### config.mk
export PLATFORM = sky130hd
export DESIGN_NAME = bpm_ctrl
export DESIGN_NICKNAME = d
export VERILOG_FILES = /design/src/bpm_pkg.sv /design/src/bpm_ctrl.sv
export SDC_FILE = /design/constraint.sdc
export NUM_CORES = 1
export LEC_CHECK = 0
export ABC_CLOCK_PERIOD_IN_PS = 2350
export BUFFER_PORTS_ARGS = -buffer_cell sky130_fd_sc_hd__buf_2
export CAP_MARGIN = 20
export CORE_ASPECT_RATIO = 0.7
export CORE_MARGIN = 2
export CORE_UTILIZATION = 62
export DETAILED_ROUTE_END_ITERATION = 6
export PLACE_DENSITY = 0.8
export SKIP_CTS_REPAIR_TIMING = 1
export SYNTH_ARGS = -nofsm -noshare
export SYNTH_HDL_FRONTEND = slang
export SYNTH_SLANG_ARGS = --single-unit
### constraint.sdc
create_clock -name SYS_CLK -period 2.35 [get_ports SYS_CLK]
set_clock_uncertainty 0.05 [all_clocks]
set_input_delay 0.235 -clock SYS_CLK [delete_from_list [all_inputs] [get_ports SYS_CLK]]
set_output_delay 0.235 -clock SYS_CLK [all_outputs]
set_load 0.005 [all_outputs]
### src/bpm_pkg.sv
/*
  Shared constants and types for the battery power-mode controller.
  Assumes a 100 MHz system clock and time constants given in their own units.
*/
package bpm_pkg;

  localparam int unsigned CLK_HZ = 100_000_000;
  localparam int unsigned CYC_PER_US = CLK_HZ / 1_000_000;
  localparam int unsigned CYC_PER_MS = CLK_HZ / 1_000;

  // Longest quiet interval before the ship transition completes.
  localparam int unsigned QUIET_TIME_MS = 1;
  localparam int unsigned QUIET_CYC = QUIET_TIME_MS * CYC_PER_MS;
  // Wake hold time, selectable between its two ends.
  localparam int unsigned WAKE_SHORT_MS = 80;
  localparam int unsigned WAKE_LONG_MS = 1000;
  localparam int unsigned WAKE_SHORT_CYC = WAKE_SHORT_MS * CYC_PER_MS;
  localparam int unsigned WAKE_LONG_CYC = WAKE_LONG_MS * CYC_PER_MS;
  localparam int unsigned RESET_HOLD_MS = 5000;
  localparam int unsigned RESET_HOLD_CYC = RESET_HOLD_MS * CYC_PER_MS;
  localparam int unsigned BAT_DGL_US = 1000;
  localparam int unsigned BAT_DGL_CYC = BAT_DGL_US * CYC_PER_US;
  localparam int unsigned SC_DGL_US = 100;
  localparam int unsigned SC_DGL_CYC = SC_DGL_US * CYC_PER_US;
  localparam int unsigned SC_REC_MS = 100;
  localparam int unsigned SC_REC_CYC = SC_REC_MS * CYC_PER_MS;
  localparam int unsigned HOST_READY_MS = 5;
  localparam int unsigned HOST_READY_CYC = HOST_READY_MS * CYC_PER_MS;
  localparam int unsigned MON_MS = 2;
  localparam int unsigned MON_CYC = MON_MS * CYC_PER_MS;
  localparam int unsigned INT_PULSE_US = 128;
  localparam int unsigned INT_PULSE_CYC = INT_PULSE_US * CYC_PER_US;

  localparam logic [6:0] MON_MIN_PCT = 7'h3C;
  localparam logic [6:0] MON_MAX_PCT = 7'h64;
  localparam logic [4:0] MON_TOP_CODE = 5'h14;
  localparam logic [31:0] CNT_MAX = 32'hFFFFFFFF;

  typedef logic [31:0] bpm_cnt_t;

  typedef enum logic [4:0] {
    ST_SHIP = 5'h01,
    ST_HIZ = 5'h02,
    ST_ACTBAT = 5'h04,
    ST_CHARGE = 5'h08,
    ST_SLEEP = 5'h10
  } bpm_mode_e;

  typedef struct packed {
    logic in_uvlo_ok;
    logic in_above_sleep;
    logic bat_above_uvlo;
    logic bat_above_hyst;
    logic bat_above_min;
    logic bat_above_max;
    logic sc_limit;
    logic sys_in_reg;
    logic push_button_n;
    logic charge_disable;
    logic load_switch_control;
  } bpm_sense_s;

endpackage

### src/bpm_ctrl.sv
/*
  Power-mode controller: ship, high-impedance, active battery, charging and sleep,
  with discharge switch short-circuit retry and the battery monitor latch.
  Assumes analog comparator levels and pins arrive asynchronously and are
  synchronised here, while host bits come from register logic on SYS_CLK.
*/
// Overview of operation
// - No ship entry while input supply valid.
// - Ship via host request or long press.
// - Pending ship request acts on input removal.
// - Ship needs pins high, stable quiet time.
// - Ship exits on input or held button.
// - Ship senses button without clock or delay.
// - Adapter during long press arms later ship.
// - Button powers middle node, exit after hold.
// - High-impedance keeps output and load switch.
// - Charge pin picks mode per input level.
// - High-impedance request disables bus till toggle.
// - Output rises after battery deglitch time.
// - Short circuit: switch off, recover, retry.
// - Switch off below battery lockout, hysteresis.
// - Input arrival enables supplement above minimum.
// - Charging needs pin low and enable bit.
// - Host interfaces ready 5 ms after output.
// - Monitor samples before high-impedance or trigger.
// - Monitor level in 2% steps, 60-100%.
// - Sleep entry pulses interrupt, sets fault.
// - Quiet interval lasts at most 1 ms.
// - Wake hold time selectable 0.08 to 1 s.
module bpm_ctrl
  import bpm_pkg::*;
#(
  parameter int unsigned P_QUIET_CYC = QUIET_CYC,
  parameter int unsigned P_WAKE_SHORT_CYC = WAKE_SHORT_CYC,
  parameter int unsigned P_WAKE_LONG_CYC = WAKE_LONG_CYC,
  parameter int unsigned P_RESET_HOLD_CYC = RESET_HOLD_CYC,
  parameter int unsigned P_BAT_DGL_CYC = BAT_DGL_CYC,
  parameter int unsigned P_SC_DGL_CYC = SC_DGL_CYC,
  parameter int unsigned P_SC_REC_CYC = SC_REC_CYC,
  parameter int unsigned P_HOST_READY_CYC = HOST_READY_CYC,
  parameter int unsigned P_MON_CYC = MON_CYC,
  parameter int unsigned P_INT_PULSE_CYC = INT_PULSE_CYC
)
(
  input wire logic SYS_CLK,
  input wire logic NRST,
  input wire logic IN_UVLO_OK,
  input wire logic IN_ABOVE_SLEEP,
  input wire logic BAT_ABOVE_UVLO,
  input wire logic BAT_ABOVE_HYST,
  input wire logic BAT_ABOVE_MIN,
  input wire logic BAT_ABOVE_MAX,
  input wire logic SC_LIMIT,
  input wire logic SYS_IN_REG,
  input wire logic PUSH_BUTTON_N,
  input wire logic CHARGE_DISABLE_PIN,
  input wire logic LOAD_SWITCH_CONTROL,
  input wire logic [6:0] BAT_PERCENT,
  input wire logic SHIP_MODE_REQUEST,
  input wire logic BUTTON_LONG_PRESS_ACTION,
  input wire logic HIGH_IMPEDANCE_REQUEST,
  input wire logic BATTERY_MONITOR_TRIGGER,
  input wire logic CHARGE_ENABLE_N,
  input wire logic LS_I2C_ENABLE,
  input wire logic WAKE_HOLD_SEL,
  input wire logic FAULT_READ,
  output logic [4:0] POWER_MODE,
  output logic BAT_SWITCH_ON,
  output logic SUPPLEMENT_ON,
  output logic SYS_OUTPUT_ENABLE,
  output logic MIDDLE_POWER_NODE_ON,
  output logic MIDDLE_POWER_NODE_PULLDOWN,
  output logic LOAD_SWITCH_ON,
  output logic CHARGE_ON,
  output logic CHARGE_CYCLE_START,
  output logic INTERRUPT_PULSE,
  output logic SLEEP_FAULT,
  output logic I2C_ENABLE,
  output logic HOST_IF_READY,
  output logic [4:0] BATTERY_MONITOR_LEVEL,
  output logic MONITOR_BUSY
);

  typedef struct packed {
    bpm_mode_e mode;
    bpm_sense_s sync1;
    bpm_sense_s sync2;
    logic [6:0] pct1;
    logic [6:0] pct2;
    logic cd_prev;
    logic pb_prev;
    logic in_prev;
    bpm_cnt_t quiet_cnt;
    bpm_cnt_t pb_cnt;
    bpm_cnt_t arm_cnt;
    bpm_cnt_t bat_cnt;
    bpm_cnt_t sc_cnt;
    bpm_cnt_t host_cnt;
    bpm_cnt_t mon_cnt;
    bpm_cnt_t int_cnt;
    logic long_press;
    logic btn_ship;
    logic btn_armed;
    logic bat_ok;
    logic sys_en;
    logic sc_off;
    logic host_ready;
    logic i2c_off;
    logic hiz_sampled;
    logic mon_busy;
    logic [4:0] mon_level;
    logic int_on;
    logic sleep_fault;
    logic ls_latched;
    logic charge_start;
  } bpm_state_s;

  bpm_state_s state_reg;
  bpm_state_s state_next;
  bpm_sense_s sense_in;
  bpm_sense_s v;
  logic batt_only;
  logic ship_pend;
  logic ship_cond;
  logic pins_changed;
  logic hiz_want;
  logic sw_want;
  logic mon_start;
  logic to_sleep;
  bpm_cnt_t wake_cyc;

  function automatic bpm_cnt_t cnt_step(input bpm_cnt_t cnt, input logic run);
    bpm_cnt_t r;
    r = '0;
    if (run)
    begin
      r = (cnt == CNT_MAX) ? cnt : cnt + 32'h1;
    end
    return r;
  endfunction

  function automatic logic [4:0] mon_code(input logic [6:0] pct);
    logic [6:0] d;
    logic [4:0] r;
    d = pct - MON_MIN_PCT;
    r = d[5:1];
    if (pct < MON_MIN_PCT)
    begin
      r = 5'h00;
    end
    else if (pct > MON_MAX_PCT)
    begin
      r = MON_TOP_CODE;
    end
    return r;
  endfunction

  assign sense_in = '{IN_UVLO_OK, IN_ABOVE_SLEEP, BAT_ABOVE_UVLO, BAT_ABOVE_HYST,
                      BAT_ABOVE_MIN, BAT_ABOVE_MAX, SC_LIMIT, SYS_IN_REG,
                      PUSH_BUTTON_N, CHARGE_DISABLE_PIN, LOAD_SWITCH_CONTROL};
  assign v = state_reg.sync2;
  assign batt_only = !v.in_uvlo_ok;
  assign wake_cyc = WAKE_HOLD_SEL ? P_WAKE_LONG_CYC : P_WAKE_SHORT_CYC;
  assign ship_pend = SHIP_MODE_REQUEST | state_reg.btn_ship;
  assign pins_changed = (v.charge_disable != state_reg.cd_prev) |
                        (v.push_button_n != state_reg.pb_prev);
  // Both ship conditions are checked while the input is low and the pins are high.
  assign ship_cond = ship_pend & batt_only & v.charge_disable & v.push_button_n;
  assign hiz_want = !v.charge_disable | state_reg.i2c_off;
  assign to_sleep = v.in_uvlo_ok & !v.in_above_sleep;
  assign mon_start = BATTERY_MONITOR_TRIGGER |
                     (state_reg.mode == ST_ACTBAT & batt_only & hiz_want &
                      !state_reg.hiz_sampled & !ship_cond);
  // Supplement path in charge mode, battery path in other modes except ship, where it stays off.
  assign sw_want = (state_reg.mode == ST_CHARGE) ? v.bat_above_min :
                   (state_reg.mode != ST_SHIP) & state_reg.bat_ok;

  always_comb
  begin
    state_next = state_reg;
    state_next.sync1 = sense_in;
    state_next.sync2 = state_reg.sync1;
    state_next.pct1 = BAT_PERCENT;
    state_next.pct2 = state_reg.pct1;
    state_next.cd_prev = v.charge_disable;
    state_next.pb_prev = v.push_button_n;
    state_next.in_prev = v.in_uvlo_ok;
    state_next.charge_start = 1'b0;

    state_next.pb_cnt = cnt_step(state_reg.pb_cnt, !v.push_button_n);
    if (state_reg.pb_cnt == P_RESET_HOLD_CYC)
    begin
      state_next.long_press = 1'b1;
    end
    // An adapter plugged in during a finished long press arms ship for removal.
    if (v.in_uvlo_ok & !state_reg.in_prev & state_reg.long_press)
    begin
      state_next.btn_armed = 1'b1;
    end
    state_next.arm_cnt = cnt_step(state_reg.arm_cnt, state_reg.btn_armed & !v.push_button_n);
    if (state_reg.btn_armed & state_reg.arm_cnt >= wake_cyc)
    begin
      state_next.btn_armed = 1'b0;
      state_next.long_press = 1'b0;
    end
    if (v.push_button_n & state_reg.long_press)
    begin
      state_next.long_press = 1'b0;
      if (!BUTTON_LONG_PRESS_ACTION & (batt_only | state_reg.btn_armed))
      begin
        state_next.btn_ship = 1'b1;
      end
      state_next.btn_armed = 1'b0;
    end

    state_next.quiet_cnt = cnt_step(state_reg.quiet_cnt, ship_cond & !pins_changed);

    if (state_reg.cd_prev != v.charge_disable)
    begin
      state_next.i2c_off = 1'b0;
    end
    if (HIGH_IMPEDANCE_REQUEST & batt_only)
    begin
      state_next.i2c_off = 1'b1;
    end

    state_next.int_cnt = cnt_step(state_reg.int_cnt, state_reg.int_on);
    if (state_reg.int_on & state_reg.int_cnt >= P_INT_PULSE_CYC - 1)
    begin
      state_next.int_on = 1'b0;
    end
    // A read in the same cycle as a new sleep entry loses to the set below.
    if (FAULT_READ & state_reg.mode != ST_SLEEP)
    begin
      state_next.sleep_fault = 1'b0;
    end

    unique case (state_reg.mode)
      ST_SHIP:
      begin
        if (v.in_uvlo_ok & v.in_above_sleep)
        begin
          state_next.mode = ST_CHARGE;
        end
        else if (v.push_button_n & !state_reg.pb_prev & v.bat_above_max &
                 state_reg.pb_cnt >= wake_cyc)
        begin
          state_next.mode = ST_ACTBAT;
        end
      end
      ST_HIZ, ST_ACTBAT:
      begin
        if (v.in_uvlo_ok)
        begin
          state_next.mode = to_sleep ? ST_SLEEP : ST_CHARGE;
          state_next.hiz_sampled = 1'b0;
        end
        else if (ship_cond & state_reg.quiet_cnt >= P_QUIET_CYC - 1)
        begin
          state_next.mode = ST_SHIP;
          state_next.btn_ship = 1'b0;
          state_next.hiz_sampled = 1'b0;
        end
        else if (state_reg.mode == ST_HIZ)
        begin
          if (!hiz_want)
          begin
            state_next.mode = ST_ACTBAT;
          end
        end
        else if (!hiz_want)
        begin
          state_next.hiz_sampled = 1'b0;
        end
        else if (mon_start)
        begin
          state_next.hiz_sampled = 1'b1;
        end
        else if (state_reg.hiz_sampled & !state_reg.mon_busy & !ship_cond)
        begin
          state_next.mode = ST_HIZ;
          state_next.hiz_sampled = 1'b0;
          state_next.ls_latched = LS_I2C_ENABLE;
        end
      end
      ST_CHARGE:
      begin
        if (batt_only)
        begin
          state_next.mode = ST_ACTBAT;
        end
        else if (to_sleep)
        begin
          state_next.mode = ST_SLEEP;
        end
      end
      ST_SLEEP:
      begin
        if (batt_only)
        begin
          state_next.mode = ST_ACTBAT;
        end
        else if (v.in_above_sleep)
        begin
          state_next.mode = ST_CHARGE;
          state_next.charge_start = 1'b1;
        end
      end
      default:
      begin
        state_next.mode = ST_ACTBAT;
      end
    endcase

    if (state_next.mode == ST_SLEEP & state_reg.mode != ST_SLEEP)
    begin
      state_next.int_on = 1'b1;
      state_next.int_cnt = '0;
      state_next.sleep_fault = 1'b1;
    end

    // Retriggering restarts the window, so the result always follows the last start.
    state_next.mon_cnt = cnt_step(state_reg.mon_cnt, state_reg.mon_busy);
    if (mon_start)
    begin
      state_next.mon_busy = 1'b1;
      state_next.mon_cnt = '0;
    end
    else if (state_reg.mon_busy & state_reg.mon_cnt >= P_MON_CYC - 1)
    begin
      state_next.mon_busy = 1'b0;
      state_next.mon_level = mon_code(state_reg.pct2);
    end

    if (!v.bat_above_uvlo)
    begin
      state_next.bat_ok = 1'b0;
    end
    else if (v.bat_above_hyst)
    begin
      state_next.bat_ok = 1'b1;
    end
    state_next.bat_cnt = cnt_step(state_reg.bat_cnt, state_reg.bat_ok);
    state_next.sys_en = (state_next.mode != ST_SHIP) &
                        (v.in_uvlo_ok | (state_reg.bat_ok &
                         state_reg.bat_cnt >= P_BAT_DGL_CYC - 1));

    if (state_reg.sc_off)
    begin
      state_next.sc_cnt = cnt_step(state_reg.sc_cnt, 1'b1);
      if (state_reg.sc_cnt >= P_SC_REC_CYC - 1)
      begin
        state_next.sc_off = 1'b0;
        state_next.sc_cnt = '0;
      end
    end
    else
    begin
      state_next.sc_cnt = cnt_step(state_reg.sc_cnt, sw_want & v.sc_limit);
      if (state_reg.sc_cnt >= P_SC_DGL_CYC - 1)
      begin
        state_next.sc_off = 1'b1;
        state_next.sc_cnt = '0;
      end
    end

    state_next.host_cnt = cnt_step(state_reg.host_cnt, state_reg.sys_en & v.sys_in_reg);
    state_next.host_ready = state_reg.sys_en & v.sys_in_reg &
                            (state_reg.host_ready |
                             state_reg.host_cnt >= P_HOST_READY_CYC - 1);
  end

  always_ff @(posedge SYS_CLK)
  begin
    if (!NRST)
    begin
      state_reg <= '0;
      state_reg.mode <= ST_ACTBAT;
      // The button idles high; starting there avoids a false press after reset.
      state_reg.pb_prev <= 1'b1;
      state_reg.sync1.push_button_n <= 1'b1;
      state_reg.sync2.push_button_n <= 1'b1;
    end
    else
    begin
      state_reg <= state_next;
    end
  end

  assign POWER_MODE = state_reg.mode;
  assign BAT_SWITCH_ON = sw_want & !state_reg.sc_off;
  assign SUPPLEMENT_ON = (state_reg.mode == ST_CHARGE) & v.bat_above_min;
  assign SYS_OUTPUT_ENABLE = state_reg.sys_en;
  // The button is read straight from the pin in ship mode, with no clocked path.
  assign MIDDLE_POWER_NODE_ON = (state_reg.mode != ST_SHIP) | !PUSH_BUTTON_N;
  assign MIDDLE_POWER_NODE_PULLDOWN = (state_reg.mode == ST_SHIP) & PUSH_BUTTON_N;
  assign LOAD_SWITCH_ON = (state_reg.mode == ST_SHIP) ? 1'b0 :
                          (state_reg.mode == ST_HIZ) ? (state_reg.ls_latched | v.load_switch_control) :
                          (LS_I2C_ENABLE | v.load_switch_control);
  assign CHARGE_ON = (state_reg.mode == ST_CHARGE) & !v.charge_disable &
                     !CHARGE_ENABLE_N;
  assign CHARGE_CYCLE_START = state_reg.charge_start;
  assign INTERRUPT_PULSE = state_reg.int_on;
  assign SLEEP_FAULT = state_reg.sleep_fault;
  assign I2C_ENABLE = state_reg.host_ready & !state_reg.i2c_off &
                      (state_reg.mode != ST_SHIP);
  assign HOST_IF_READY = state_reg.host_ready;
  assign BATTERY_MONITOR_LEVEL = state_reg.mon_level;
  assign MONITOR_BUSY = state_reg.mon_busy;

  property p_ship_no_input;
    @(posedge SYS_CLK) disable iff (!NRST)
    (state_reg.mode == ST_SHIP) && ($past(state_reg.mode) != ST_SHIP) && $past(NRST)
      |-> !$past(v.in_uvlo_ok) && $past(v.charge_disable) && $past(v.push_button_n);
  endproperty
  a_ship_no_input: assert property (p_ship_no_input) else $error("ship entered illegally");

  property p_one_hot;
    @(posedge SYS_CLK) disable iff (!NRST)
    $onehot(state_reg.mode);
  endproperty
  a_one_hot: assert property (p_one_hot) else $error("mode not one-hot");

  property p_charge_gate;
    @(posedge SYS_CLK) disable iff (!NRST)
    CHARGE_ON |-> state_reg.mode == ST_CHARGE && !CHARGE_ENABLE_N && !v.charge_disable;
  endproperty
  a_charge_gate: assert property (p_charge_gate) else $error("charging while disabled");

  property p_sleep_int;
    @(posedge SYS_CLK) disable iff (!NRST)
    (state_reg.mode == ST_SLEEP) && ($past(state_reg.mode) != ST_SLEEP)
      |-> INTERRUPT_PULSE && SLEEP_FAULT;
  endproperty
  a_sleep_int: assert property (p_sleep_int) else $error("no pulse on sleep entry");

  property p_fault_held;
    @(posedge SYS_CLK) disable iff (!NRST)
    state_reg.mode == ST_SLEEP |-> SLEEP_FAULT;
  endproperty
  a_fault_held: assert property (p_fault_held) else $error("fault lost in sleep");

  property p_sc_off;
    @(posedge SYS_CLK) disable iff (!NRST)
    $rose(state_reg.sc_off) |-> !BAT_SWITCH_ON [*2];
  endproperty
  a_sc_off: assert property (p_sc_off) else $error("switch on during recovery");

  property p_hiz_bus_off;
    @(posedge SYS_CLK) disable iff (!NRST)
    HIGH_IMPEDANCE_REQUEST && batt_only |=> !I2C_ENABLE;
  endproperty
  a_hiz_bus_off: assert property (p_hiz_bus_off) else $error("bus still on");

  property p_ship_off;
    @(posedge SYS_CLK) disable iff (!NRST)
    state_reg.mode == ST_SHIP |-> !BAT_SWITCH_ON && !LOAD_SWITCH_ON && !I2C_ENABLE;
  endproperty
  a_ship_off: assert property (p_ship_off) else $error("outputs on in ship");

  property p_mon_range;
    @(posedge SYS_CLK) disable iff (!NRST)
    BATTERY_MONITOR_LEVEL <= MON_TOP_CODE;
  endproperty
  a_mon_range: assert property (p_mon_range) else $error("monitor code out of range");

  property p_uvlo_off;
    @(posedge SYS_CLK) disable iff (!NRST)
    !v.bat_above_uvlo && state_reg.mode == ST_ACTBAT |=> !BAT_SWITCH_ON;
  endproperty
  a_uvlo_off: assert property (p_uvlo_off) else $error("switch on below lockout");

endmodule

# [Yosys cells after proc, flatten, opt, wreduce, memory -nomap -nowiden]
# Cells that the tools add are included.
[classes] n_reduce_logical=33 n_addsub=9 n_mux=50 n_lt_le_gt_ge=11 bitwise_logic=57 n_eq_ne=23
[ops] operator="32-bit by 1-bit adder with 32-bit output (second input constant)" count=8
[ops] operator="32-bit equality test (second input constant)" count=8
[ops] operator="32-bit two-way mux" count=5
[ops] operator="5-bit two-way mux" count=16
[ops] operator="32-bit by 14-bit greater-or-equal comparator with 1-bit output (second input constant)" count=2
[ops] operator="32-bit by 17-bit greater-or-equal comparator with 1-bit output (second input constant)" count=2
[ops] operator="32-bit by 27-bit greater-or-equal comparator with 1-bit output" count=2
[ops] operator="1-bit AND" count=40
[ops] operator="32-bit by 29-bit equality test with 1-bit output (second input constant)" count=1
[ops] operator="32-bit by 18-bit greater-or-equal comparator with 1-bit output (second input constant)" count=1
[ops] operator="32-bit by 19-bit greater-or-equal comparator with 1-bit output (second input constant)" count=1
[ops] operator="32-bit by 24-bit greater-or-equal comparator with 1-bit output (second input constant)" count=1
[ops] operator="27-bit two-way mux" count=1
[ops] operator="1-bit two-way mux" count=24
[ops] operator="5-bit case mux with 4 select lines" count=1
[ops] operator="1-bit logical NOT" count=15
[ops] operator="2-bit AND reduction" count=6
[ops] operator="5-bit equality test (second input constant)" count=2
[ops] operator="5-bit by 1-bit inequality test with 1-bit output (second input constant)" count=2
[ops] operator="1-bit OR" count=10
[ops] operator="3-bit OR reduction" count=3
[ops] operator="2-bit nonzero test" count=4
[ops] operator="7-bit greater-than comparator (second input constant)" count=1
[ops] operator="7-bit by 6-bit < comparator with 1-bit output (second input constant)" count=1
[ops] operator="other kinds (15)" count=26
[word_totals] elab_cells=234 in_bits=28 out_inout_bits=23 regBits=319

# [Depth between registers and ports, before layout]
# Gate-level depths: netlist of the first run.
[logic_depth] ltp_word=16 ltp_mapped=9 ltp_nobuf=8

# [Worst setup path before layout of the first run]
# No wires, ideal clock.
[synth_timing] path_type="register to register" from="register state_reg[243] (netlist name)" to="register state_reg[246] (netlist name)" period_less_slack_ns=2.004 t_required_ns=2.172 setup_slack_ns=0.346 path_buffers=1 stages_incl_launch_ff=9 arrival_time_ns=1.826 setup_time_ns=0.128 cell_sequence="dfxtp_1 ha_1 nand4_1 nor4_4 nand3_1 clkbuf_1 nand4_1 xor2_1 nor2_1"
[synth_via] elab_chain_len=1 word_cells_on_any_way=2 cone_classes="add/sub: 1; eq/ne: 1"
[synth_lines] element="start, declared" line="bpm_ctrl.sv:118" rtl="bpm_state_s state_reg;"
[synth_lines] element="start signal, assigned" line="bpm_ctrl.sv:386" rtl="state_reg <= state_next;"
[synth_lines] element="32-bit by 1-bit adder with 32-bit output / 32-bit equality test (equally long branches)" line="bpm_ctrl.sv:137" rtl="r = (cnt == CNT_MAX) ? cnt : cnt + 32'h1;"
# Several ways; a longest one is shown, not always the timed one.
# A chain may end at the register's enable or synchronous reset.

# [Worst setup path in the final report of the first run]
[layout_timing] from="register state_reg[212] (netlist name)" to="register state_reg, in the netlist POWER_MODE[0]"
[layout_via] elab_chain_len=5
[layout_lines] element="32-bit by 27-bit greater-or-equal comparator with 1-bit output" line="bpm_ctrl.sv:246" rtl="state_reg.pb_cnt >= wake_cyc)"
[layout_lines] element="1-bit AND" line="bpm_ctrl.sv:245" rtl="else if (v.push_button_n & !state_reg.pb_prev & v.bat_above_max &"
[layout_lines] element="5-bit two-way mux" line="bpm_ctrl.sv:245"
[layout_lines] element="5-bit two-way mux" line="bpm_ctrl.sv:241" rtl="if (v.in_uvlo_ok & v.in_above_sleep)"
[layout_lines] element="5-bit case mux with 4 select lines" line="bpm_ctrl.sv:238" rtl="unique case (state_reg.mode)"
# Every way passes these cells.

==> impl_metrics.csv, run 1 <==
group,metric,value,unit
outcome,status,"finished, violations left",
outcome,violations,"negative hold slack",
clock_tree,cts_buffer_depth,3,
layout,stdcell_count,2254,
hold_path,holdPathStages,4,
timing,hold_violations,1,
layout,multiInputGateArea,8620,um^2
layout,final_area,17600,um^2
worst_setup_path,critPathRequiredTime,2.76,ns
worst_setup_path,ff2ff_path_depth,8,
clock_tree,insertion_delay,0.56,ns
worst_setup_path,crit_chain,"inv_1, ha_1, or4b_2, nor4_2, o311ai_0, nand3_1, o21bai_1, and2_1",
global_route,grt_pass1_vias,12014,
timing,setup_viol,0,
layout,area_delta_synth_final,13.9,%
placed_design,port_buffers,50,
clock_tree,cts_tree,"done",
pwr,ir_worst_vdd,876,uV
clock_tree,htree_levels,1,
logic_synthesis,ys.flop_type,"dfxtp_1",
logic_synthesis,yosysTopAreaCell,"dfxtp_1",
worst_setup_path,start_kind,"flip-flop",
worst_setup_path,crit_type,"flip-flop to flip-flop",
worst_setup_path,worst-r2r-setup-slack,0.14,ns
global_route,antenna_found_initial,0,
placed_design,dpl_cell_area,16200,um^2
layout,n_antenna_cell,0,
logic_synthesis,netlist_instances,1803,
detailed_routing,wl_per_cell,15.6,um
timing,fin_crit_sh,94.0,%
logic_synthesis,synth_edf_count,0,
layout,largest_reg_flops,282,
global_route,track_usage,26.6,%
pwr,p_leak,6.09,nW
timing,whs,-0.00540,ns
global_route,grt.overflow.total,0,
logic_synthesis,async_flop_share,0,%
logic_synthesis,synth-seq-cells,319,
layout,seqCellArea,6390,um^2
clock_tree,clock-root-buffer,"clkbuf_16",
die,core,24500,um^2
detailed_routing,post_drt_via_cell_ratio,5.89,
placed_design,place_congestion,0.879,
die,io_pins,51,
detailed_routing,drc,0,
pwr,p_per_area,636,nW/um^2
worst_setup_path,slowest_delay,0.64,ns
logic_synthesis,synthTopCellsByArea,"dfxtp_1 41%, xor2_1 7.3%, nor2_1 7.2%",
hold_path,hold_path_class,"input port to flip-flop",
global_route,grt_pass1_wl,58000,um
worst_setup_path,r2r_start,"state_reg[212]",
layout,finish.utilization,71.6,%
run,maxCapViolCount,0,
worst_setup_path,worst-path-buf-inv,1,
logic_synthesis,yosys_warnings,0,
timing,maxSlewViolCount,0,
detailed_routing,dr.pass1.iters,5,
hold_path,whs_endpoint,"state_reg[17]",
worst_setup_path,cp_slowest_cell,"or4b_2",
detailed_routing,ant_nets,0,
timing,min_period,2.21,ns
global_route,grt_max_degree,34,
layout,nFillCells,1865,
worst_setup_path,crit_fanout,5,
timing,worstMarginPinSlew,0.667,ns
worst_setup_path,critical-path-top-delay-family,"simple AND/OR/NAND/NOR gates",
die,num_rows,48,
detailed_routing,dr_total_vias,13287,
logic_synthesis,synth.yosys.seq_area_share,41.4,%
worst_setup_path,crit-reg2reg-capture,"POWER_MODE[0]",
die,die_height,136,um
worst_setup_path,cp-end-kind,"flip-flop",
clock_tree,cts_sinks,319,
logic_synthesis,ys_types,76,
die,initial_core_util,62.9,%
placed_design,dp_hpwl,24400,um
timing,slew_headroom,55.3,%
die,die_area,26100,um^2
hold_path,min-delay-start,"BUTTON_LONG_PRESS_ACTION",
layout,nets,1972,
timing,max_freq,453,MHz
logic_synthesis,syn_area,15400,um^2
detailed_routing,wl,35200,um
detailed_routing,drt-initial-drc-count,1155,
clock_tree,clk_pin_slew_worst_paths,0.07,ns
die,die-width,192,um
pwr,finalPower,11.2,mW
layout,drive_above_1_share,10.8,%
clock_tree,cts_buffers,30,
placed_design,dp_cells,2174,
logic_synthesis,yosys.area.top_type_share,41.4,%
logic_synthesis,avgSynthCellArea,8.55,um^2
worst_setup_path,worst_ep_arrival_time,2.61,ns
[worst register-to-register path, cell delays in order (launching register included)]
cell      delay (ns)
dfxtp_1         0.35
inv_1           0.09
ha_1            0.13
or4b_2          0.64
nor4_2          0.27
o311ai_0        0.14
nand3_1         0.15
o21bai_1        0.11
and2_1          0.16
[layer usage]
layer  vias to the layer above  GRT usage (%)  share of wire [%]
met5                         -              0                  0
met4                         0           6.19                1.6
met3                        50           4.39                5.7
met2                       397           40.9                 45
met1                      6268           39.1                 48
li1                       6572              -                  -
[synth_stat cells (7+ instances only)]
library cell	count
mux2i_1	14
and2_1	50
nor3_1	52
nand2b_1	8
ha_1	39
nand3_1	119
inv_1	39
and3_1	41
nor2b_1	7
xnor2_1	79
nand4_1	98
o211ai_1	9
nor4_1	49
clkbuf_1	39
nor2_1	294
o21ai_0	43
buf_4	10
xor2_1	129
nand2_1	117
and4_1	24
a31oi_1	8
nand4b_1	8
a21oi_1	55
or3_1	25
buf_2	12
dfxtp_1	319
[per-stage QoR]
step / TNS [ns] / setup WS [ns]
3_5_place_dp: 0 / 0.0449
4_1_cts: 0 / 0.0906
5_1_grt: -0.0339 / -0.0339
2_1_floorplan: 0 / 0.346
6_report: 0 / 0.142
3_3_place_gp: 0 / 0.0944
[report_power, final]
part / internal (mW) / switching (mW)
logic: 0.174 / 0.219
clock network: 3.13 / 2.12
registers: 5.47 / 0.0515
total: 8.77 / 2.39
[worst max path at each step]
stage	startpoint	endpoint	slack, ns	depth (start not counted)
after floorplan	state_reg[243]	state_reg[246]	0.35	8
after global routing	state_reg[268]	state_reg[250]	-0.03	6
after global placement	WAKE_HOLD_SEL	state_reg[16]	0.09	8
after detailed placement	WAKE_HOLD_SEL	state_reg[18]	0.04	8
after CTS	POWER_MODE[0]	LOAD_SWITCH_ON	0.09	5
final	state_reg[212]	POWER_MODE[0]	0.14	8
[layout by cell type, fill, tap and decap left out, types with 24 or more instances in the layout]
| cell type | count |
|---|---|
| dfxtp_1 | 318 |
| nand2_1 | 117 |
| clkbuf_16 | 31 |
| and2_1 | 50 |
| nor3_1 | 52 |
| buf_2 | 50 |
| and3_1 | 41 |
| and4_1 | 24 |
| nor4_1 | 48 |
| nor2_1 | 293 |
| xor2_1 | 129 |
| or3_1 | 25 |
| nand4_1 | 98 |
| o21ai_0 | 42 |
| xnor2_1 | 79 |
| buf_4 | 55 |
| nand3_1 | 119 |
| ha_1 | 39 |
| inv_1 | 39 |
| a21oi_1 | 55 |
[kinds of logic after synthesis]
| kind of cell | count (synthesis) | synth area share [%] |
|---|---|---|
| adders and majority gates | 39 | 3.17 |
| DFF | 319 | 41.4 |
| muxes | 14 | 0.909 |
| AOI/OAI and AO/OA | 164 | 6.76 |
| and+or+nand+nor | 954 | 32.9 |
| xor gates and xnor gates | 208 | 11.8 |
| buffers and inverters | 104 | 2.94 |
| other | 1 | 0.0243 |
[area by class of cell]
| class | instances | area share [%] |
|---|---|---|
| Clock buffer | 35 | 4.62 |
| Clock inverter | 21 | 1.54 |
| Inverter | 39 | 0.834 |
| Multi-Input combinational cell | 1387 | 49.1 |
| Sequential cell | 319 | 36.4 |
| Tap cell | 325 | 2.32 |
| Timing Repair Buffer | 128 | 5.20 |
Power figures use the tool's default switching activity.
==> inputs of run 2 (changes only) <==
- CORE_UTILIZATION: 62 -> 65
- CTS_BUF_LIST: not set -> sky130_fd_sc_hd__clkbuf_4 sky130_fd_sc_hd__clkbuf_8
- PLACE_DENSITY: 0.8 -> 0.83
==> run 2 against run 1 <==
The flow finishes with violations (negative hold slack, negative setup slack). First-iteration DRC count down 2.9%. Critical path depth down 3. Sequential share of layout area up 0.29 points. Combinational power about the same. Maximum frequency down 6.1%. Clock power down 5.0%. Die area down 4.5%. Cell area down 0.81%. Global-route usage up 0.90 points. Largest cell class unchanged.
==> impl_metrics.csv, run 2 (synthesis gave the netlist of run 1 again) <==
group,metric,value,unit
outcome,status,"finished, violations left",
outcome,violations,"negative hold slack, negative setup slack",
clock_tree,insertion_delay,0.59,ns
pwr,power.switching,2.39,mW
placed_design,dp_hpwl,24700,um
detailed_routing,dr_total_vias,13381,
die,core,23500,um^2
global_route,grt_max_degree,36,
timing,whs,-0.00768,ns
detailed_routing,ant_nets,0,
global_route,antenna_found_initial,1,
timing,fin_crit_sh,100,%
worst_setup_path,ff2ff_path_depth,8,
detailed_routing,drt-initial-drc-count,1121,
worst_setup_path,worst_ep_arrival_time,2.07,ns
run,maxCapViolCount,0,
placed_design,port_buffers,50,
detailed_routing,wl_per_cell,15.6,um
clock_tree,cts_sinks,319,
pwr,swShare,21.9,%
pwr,intPower,8.51,mW
clock_tree,cts_buffer_depth,3,
pwr,p_seq_share,50.6,%
timing,max_freq,425,MHz
clock_tree,htree_levels,2,
timing,worstMarginPinSlew,0.716,ns
global_route,grt_pass1_wl,58000,um
global_route,track_usage,27.5,%
clock_tree,cts_tree,"done",
worst_setup_path,crit_fanout,7,
worst_setup_path,start_kind,"flip-flop",
pwr,clock_power_share,45.8,%
placed_design,place_congestion,0.951,
worst_setup_path,crit_path_end,"LOAD_SWITCH_ON",
layout,largest_reg_flops,282,
timing,hold_violations,1,
hold_path,hold_path_class,"input port to flip-flop",
clock_tree,clk_pin_slew_worst_paths,0.07,ns
die,die_area,25000,um^2
die,initial_core_util,65.7,%
timing,fin_ws,-0.00227,ns
worst_setup_path,cp-end-kind,"output pin",
layout,multiInputGateArea,8620,um^2
worst_setup_path,crit_type,"flip-flop to output pin",
worst_setup_path,critPathRequiredTime,2.07,ns
detailed_routing,dr.pass1.iters,6,
detailed_routing,wl,35200,um
detailed_routing,post_drt_via_cell_ratio,5.92,
die,num_rows,47,
pwr,combPwrFrac,3.6,%
placed_design,dpl_cell_area,16100,um^2
detailed_routing,drc,0,
clock_tree,cts_buffers,46,
layout,final_common_cell,"dfxtp_1",
layout,final_cell_mix,"319 x dfxtp_1, 293 x nor2_1, 129 x xor2_1",
layout,final_area,17400,um^2
worst_setup_path,worst-r2r-setup-slack,0.03,ns
die,die_height,133,um
worst_setup_path,cp-startpoint,"POWER_MODE[0]",
worst_setup_path,crit-reg2reg-capture,"POWER_MODE[0]",
global_route,grt.overflow.total,0,
timing,setup_viol,1,
clock_tree,clock-root-buffer,"clkbuf_8",
pwr,p_leak,6.07,nW
layout,nets,1975,
global_route,grt_pass1_vias,11974,
layout,seqCellArea,6390,um^2
layout,area_delta_synth_final,13.0,%
layout,finish.utilization,74.2,%
die,io_pins,51,
hold_path,min-delay-start,"HIGH_IMPEDANCE_REQUEST",
die,die-width,188,um
worst_setup_path,r2r_start,"state_reg[211]",
timing,min_period,2.35,ns
timing,slew_headroom,52.0,%
pwr,ir_worst_vdd,457,uV
layout,drive_above_1_share,11.4,%
pwr,p_per_area,627,nW/um^2
layout,nFillCells,1717,
timing,maxSlewViolCount,0,
[run 2: cell count changes in the layout (fill, tap and decap cells not counted), moves of 2 or more]
cell | before | now
bufinv_16 | 6 | 4
buf_4 | 55 | 43
clkinvlp_4 | 6 | 1
clkbuf_4 | 0 | 11
clkinv_2 | 9 | 7
clkbuf_8 | 2 | 59
clkbuf_16 | 31 | 0
clkbuf_1 | 2 | 0
[run 2: layer usage]
metal / track usage, % / up-vias / routed length [um]
met5: 0 / - / 0
met4: 8.66 / 0 / 850
met3: 4.24 / 78 / 2070
met2: 42.2 / 421 / 15500
met1: 39.9 / 6292 / 16800
li1: - / 6590 / -
[run 2: per-stage QoR]
stage | setup TNS [ns] | power (mW) | instances | setup WS (ns)
3_5_place_dp | 0 | 6.00 | 2157 | 0.0995
6_report | -0.00227 | 10.9 | 2261 | -0.00227
5_1_grt | -0.0112 | 11.3 | 2261 | -0.0112
4_1_cts | 0 | 11.0 | 2239 | 0.0227
2_1_floorplan | 0 | 5.86 | 1810 | 0.346
3_3_place_gp | 0 | 5.98 | 2157 | 0.153
[run 2: worst max-delay path, stage by stage, from the launching register on]
cell and delay [ns]:
dfxtp_1 0.38, nor2_1 0.32, nand3_1 0.25, mux2i_1 0.17, a21oi_1 0.21, buf_2 0.15
[run 2: how the worst min path moves through the flow]
stage                            endpoint  slack (ns)  depth (start not counted)
after CTS                 state_next[282]       -0.22                          2
after global routing        state_reg[11]        0.01                          4
final                       state_reg[11]      -0.008                          4
after detailed placement  state_next[276]        0.34                          1
after floorplan           state_next[294]        0.29                          1
after global placement    state_next[276]        0.34                          1
[run 2: layout make-up]
class / count / share of cell area, %
clock inverter: 12 / 0.934
clock buffer: 70 / 5.14
antenna: 1 / 0.0144
timing repair buffer: 115 / 4.61
multi-input combinational: 1387 / 49.5
inverter: 39 / 0.841
sequential: 319 / 36.7
tap: 318 / 2.29
[run 2: power groups by stage]
stage / logic, mW / clock network [mW] / registers (mW)
after CTS: 0.361 / 5.08 / 5.52
final: 0.393 / 4.99 / 5.52
after detailed placement: 0.358 / 0 / 5.64
after global routing: 0.435 / 5.30 / 5.53
after global placement: 0.340 / 0 / 5.64
after floorplan: 0.248 / 0 / 5.62
==> inputs of run 3 (changes only) <==
- ABC_AREA: not set -> 1
==> run 3 against run 2 <==
The flow finishes with violations (design-rule violations, negative hold slack). Flip-flop and latch count unchanged. Clock-buffer cell count unchanged. Sequential share of layout area shrank 4.2 points. Die area increased by 14%. Via count up 26%. Critical path type unchanged.
==> impl_metrics.csv, run 3 <==
group,metric,value,unit
layout,area_delta_synth_final,11.6,%
clock_tree,insertion_delay,0.58,ns
timing,grt_setup_unrepaired,"yes",
timing,slew_headroom,54.1,%
clock_tree,cts_buffers,48,
timing,whs,-0.00691,ns
timing,fin_crit_sh,98.8,%
timing,fin_ws,0.0277,ns
layout,final_common_cell,"nand2_1",
pwr,p_seq_share,51.2,%
pwr,combPwrFrac,3.3,%
outcome,violations,"design-rule violations, negative hold slack",
logic_synthesis,ys.flop_type,"dfxtp_1",
pwr,ir_worst_vdd,528,uV
clock_tree,htree_levels,2,
die,io_pins,51,
hold_path,hold_path_class,"input port to flip-flop",
layout,finish.utilization,73.7,%
pwr,finalPower,10.7,mW
worst_setup_path,worst-path-buf-inv,3,
pwr,power.switching,2.41,mW
logic_synthesis,yosysMostFrequentCell,"nand2_1",
global_route,track_usage,30.7,%
clock_tree,cts_tree,"done",
timing,max_freq,431,MHz
die,die_area,28500,um^2
run,maxCapViolCount,0,
global_route,antenna_found_initial,0,
worst_setup_path,cp_slowest_cell,"dfxtp_2",
detailed_routing,ant_nets,0,
placed_design,port_buffers,50,
logic_synthesis,async_flop_share,0,%
worst_setup_path,crit_chain,"inv_4, nand2_4, nor4_4, nor2_1, o31ai_2, inv_1, buf_2",
worst_setup_path,critPathRequiredTime,2.07,ns
layout,largest_reg_flops,282,
worst_setup_path,crit_type,"flip-flop to output pin",
worst_setup_path,slowest_delay,0.36,ns
global_route,grt_max_degree,33,
layout,drive_above_1_share,11.9,%
detailed_routing,post_drt_via_cell_ratio,5.53,
global_route,grt.overflow.total,0,
clock_tree,clk_pin_slew_worst_paths,0.06,ns
die,num_rows,50,
logic_synthesis,netlist_instances,2536,
timing,worstMarginPinSlew,0.688,ns
timing,min_period,2.32,ns
global_route,grt_pass1_wl,72500,um
global_route,grt_pass1_vias,15135,
placed_design,pre_cts_ws,0.182,ns
placed_design,place_congestion,1.01,
layout,nFillCells,2190,
worst_setup_path,start_kind,"flip-flop",
logic_synthesis,yosys_warnings,0,
pwr,clock_power_share,45.5,%
logic_synthesis,syn_area,17600,um^2
layout,final_cell_mix,"460 x nand2_1, 410 x inv_1, 314 x dfxtp_1",
layout,nets,2720,
worst_setup_path,cp-end-kind,"output pin",
die,die_height,142,um
detailed_routing,wl,44600,um
pwr,swShare,22.4,%
timing,setup_viol,0,
die,die-width,201,um
timing,hold_violations,1,
pwr,p_per_area,546,nW/um^2
logic_synthesis,synth.yosys.seq_area_share,36.2,%
die,core,26700,um^2
logic_synthesis,synthTopCellsByArea,"dfxtp_1 36%, nand2_1 9.9%, inv_1 8.8%",
worst_setup_path,worst_ep_arrival_time,2.04,ns
logic_synthesis,yosysTopAreaCell,"dfxtp_1",
logic_synthesis,ys_types,60,
logic_synthesis,yosys.area.top_type_share,36.2,%
logic_synthesis,synth_common_cells,"463 x nand2_1, 412 x inv_1, 319 x dfxtp_1, 309 x nor2_1, 135 x o21ai_0",
pwr,p_leak,8.58,nW
worst_setup_path,crit_fanout,4,
worst_setup_path,critical-path-top-delay-family,"simple AND/OR/NAND/NOR gates",
placed_design,dp_hpwl,33900,um
detailed_routing,dr_total_vias,16866,
timing,fin_tns_setup,0,ns
detailed_routing,drc,8,
clock_tree,cts_sinks,319,
detailed_routing,dr.pass1.iters,7,
detailed_routing,drt-initial-drc-count,1475,
clock_tree,clock-root-buffer,"clkbuf_8",
clock_tree,cts_buffer_depth,3,
layout,n_antenna_cell,0,
die,initial_core_util,66.0,%
logic_synthesis,synth-seq-cells,319,
detailed_routing,wl_per_cell,14.6,um
outcome,status,"finished, violations left",
timing,maxSlewViolCount,0,
logic_synthesis,synth_edf_count,0,
logic_synthesis,avgSynthCellArea,6.95,um^2
pwr,intPower,8.33,mW
## run 3: final cells by class
cell class	instances	area, um^2	area share [%]
clock buffer	70	882	4.48
clock inverter	11	135	0.686
tap	364	455	2.31
sequential	319	6390	32.5
timing repair buffer	107	771	3.92
inverter	436	1640	8.33
multi-input combinational	1741	9410	47.8
## run 3: path summary, 6_finish.rpt
path / from / endpoint / slack (ns) / cells after the start
setup / recovery: POWER_MODE[2] / LOAD_SWITCH_ON / 0.03 / 7
hold / removal: NRST / state_reg[299] / -0.007 / 3
setup reg to reg: state_reg[147] / state_reg[168] / 0.17 / 16
hold reg to reg: state_next[296] / state_reg[296] / 0.36 / 2
## run 3: logic make-up (layout without fill, tap and decap cells)
family	after synthesis	count (layout)	share of synthesized area (%)
fa+ha+maj	39	39	2.77
compound gates	297	297	9.05
simple gates	1252	1252	33.9
flops	319	319	36.2
buf+inv	483	624	10.8
other cells	1	8	0.0213
xor+xnor	145	145	7.20
## run 3: layer usage
layer | track usage, % | up-vias | share of wire [%]
met3 | 5.35 | 90 | 8.2
li1 | - | 8436 | -
met5 | 0 | - | 0
met4 | 9.47 | 0 | 2.5
met1 | 45.2 | 7679 | 48
met2 | 45.9 | 661 | 42
## run 3: power groups by stage
stage | combinational [mW] | sequential [mW] | clock (mW)
CTS | 0.311 | 5.50 | 4.96
global route | 0.397 | 5.50 | 5.19
finish | 0.355 | 5.50 | 4.88
detailed placement | 0.310 | 5.62 | 0
floorplan | 0.204 | 5.61 | 0
global placement | 0.298 | 5.62 | 0
## run 3: per-stage QoR
stage | std cells | instance area [um^2] | hold slack (ns)
4_1_cts | 3023 | 19400 | -0.248
5_1_grt | 3048 | 19700 | 0.00210
3_5_place_dp | 2942 | 18400 | 0.347
6_report | 3048 | 19700 | -0.00691
3_3_place_gp | 2942 | 18400 | 0.344
2_1_floorplan | 2543 | 17700 | 0.282
## run 3: tightest hold or removal path: cells and delay by family
kind	cells	cell delay (ns)
buffers and inverters	2	0.25
AND/OR/NAND/NOR	1	0.10
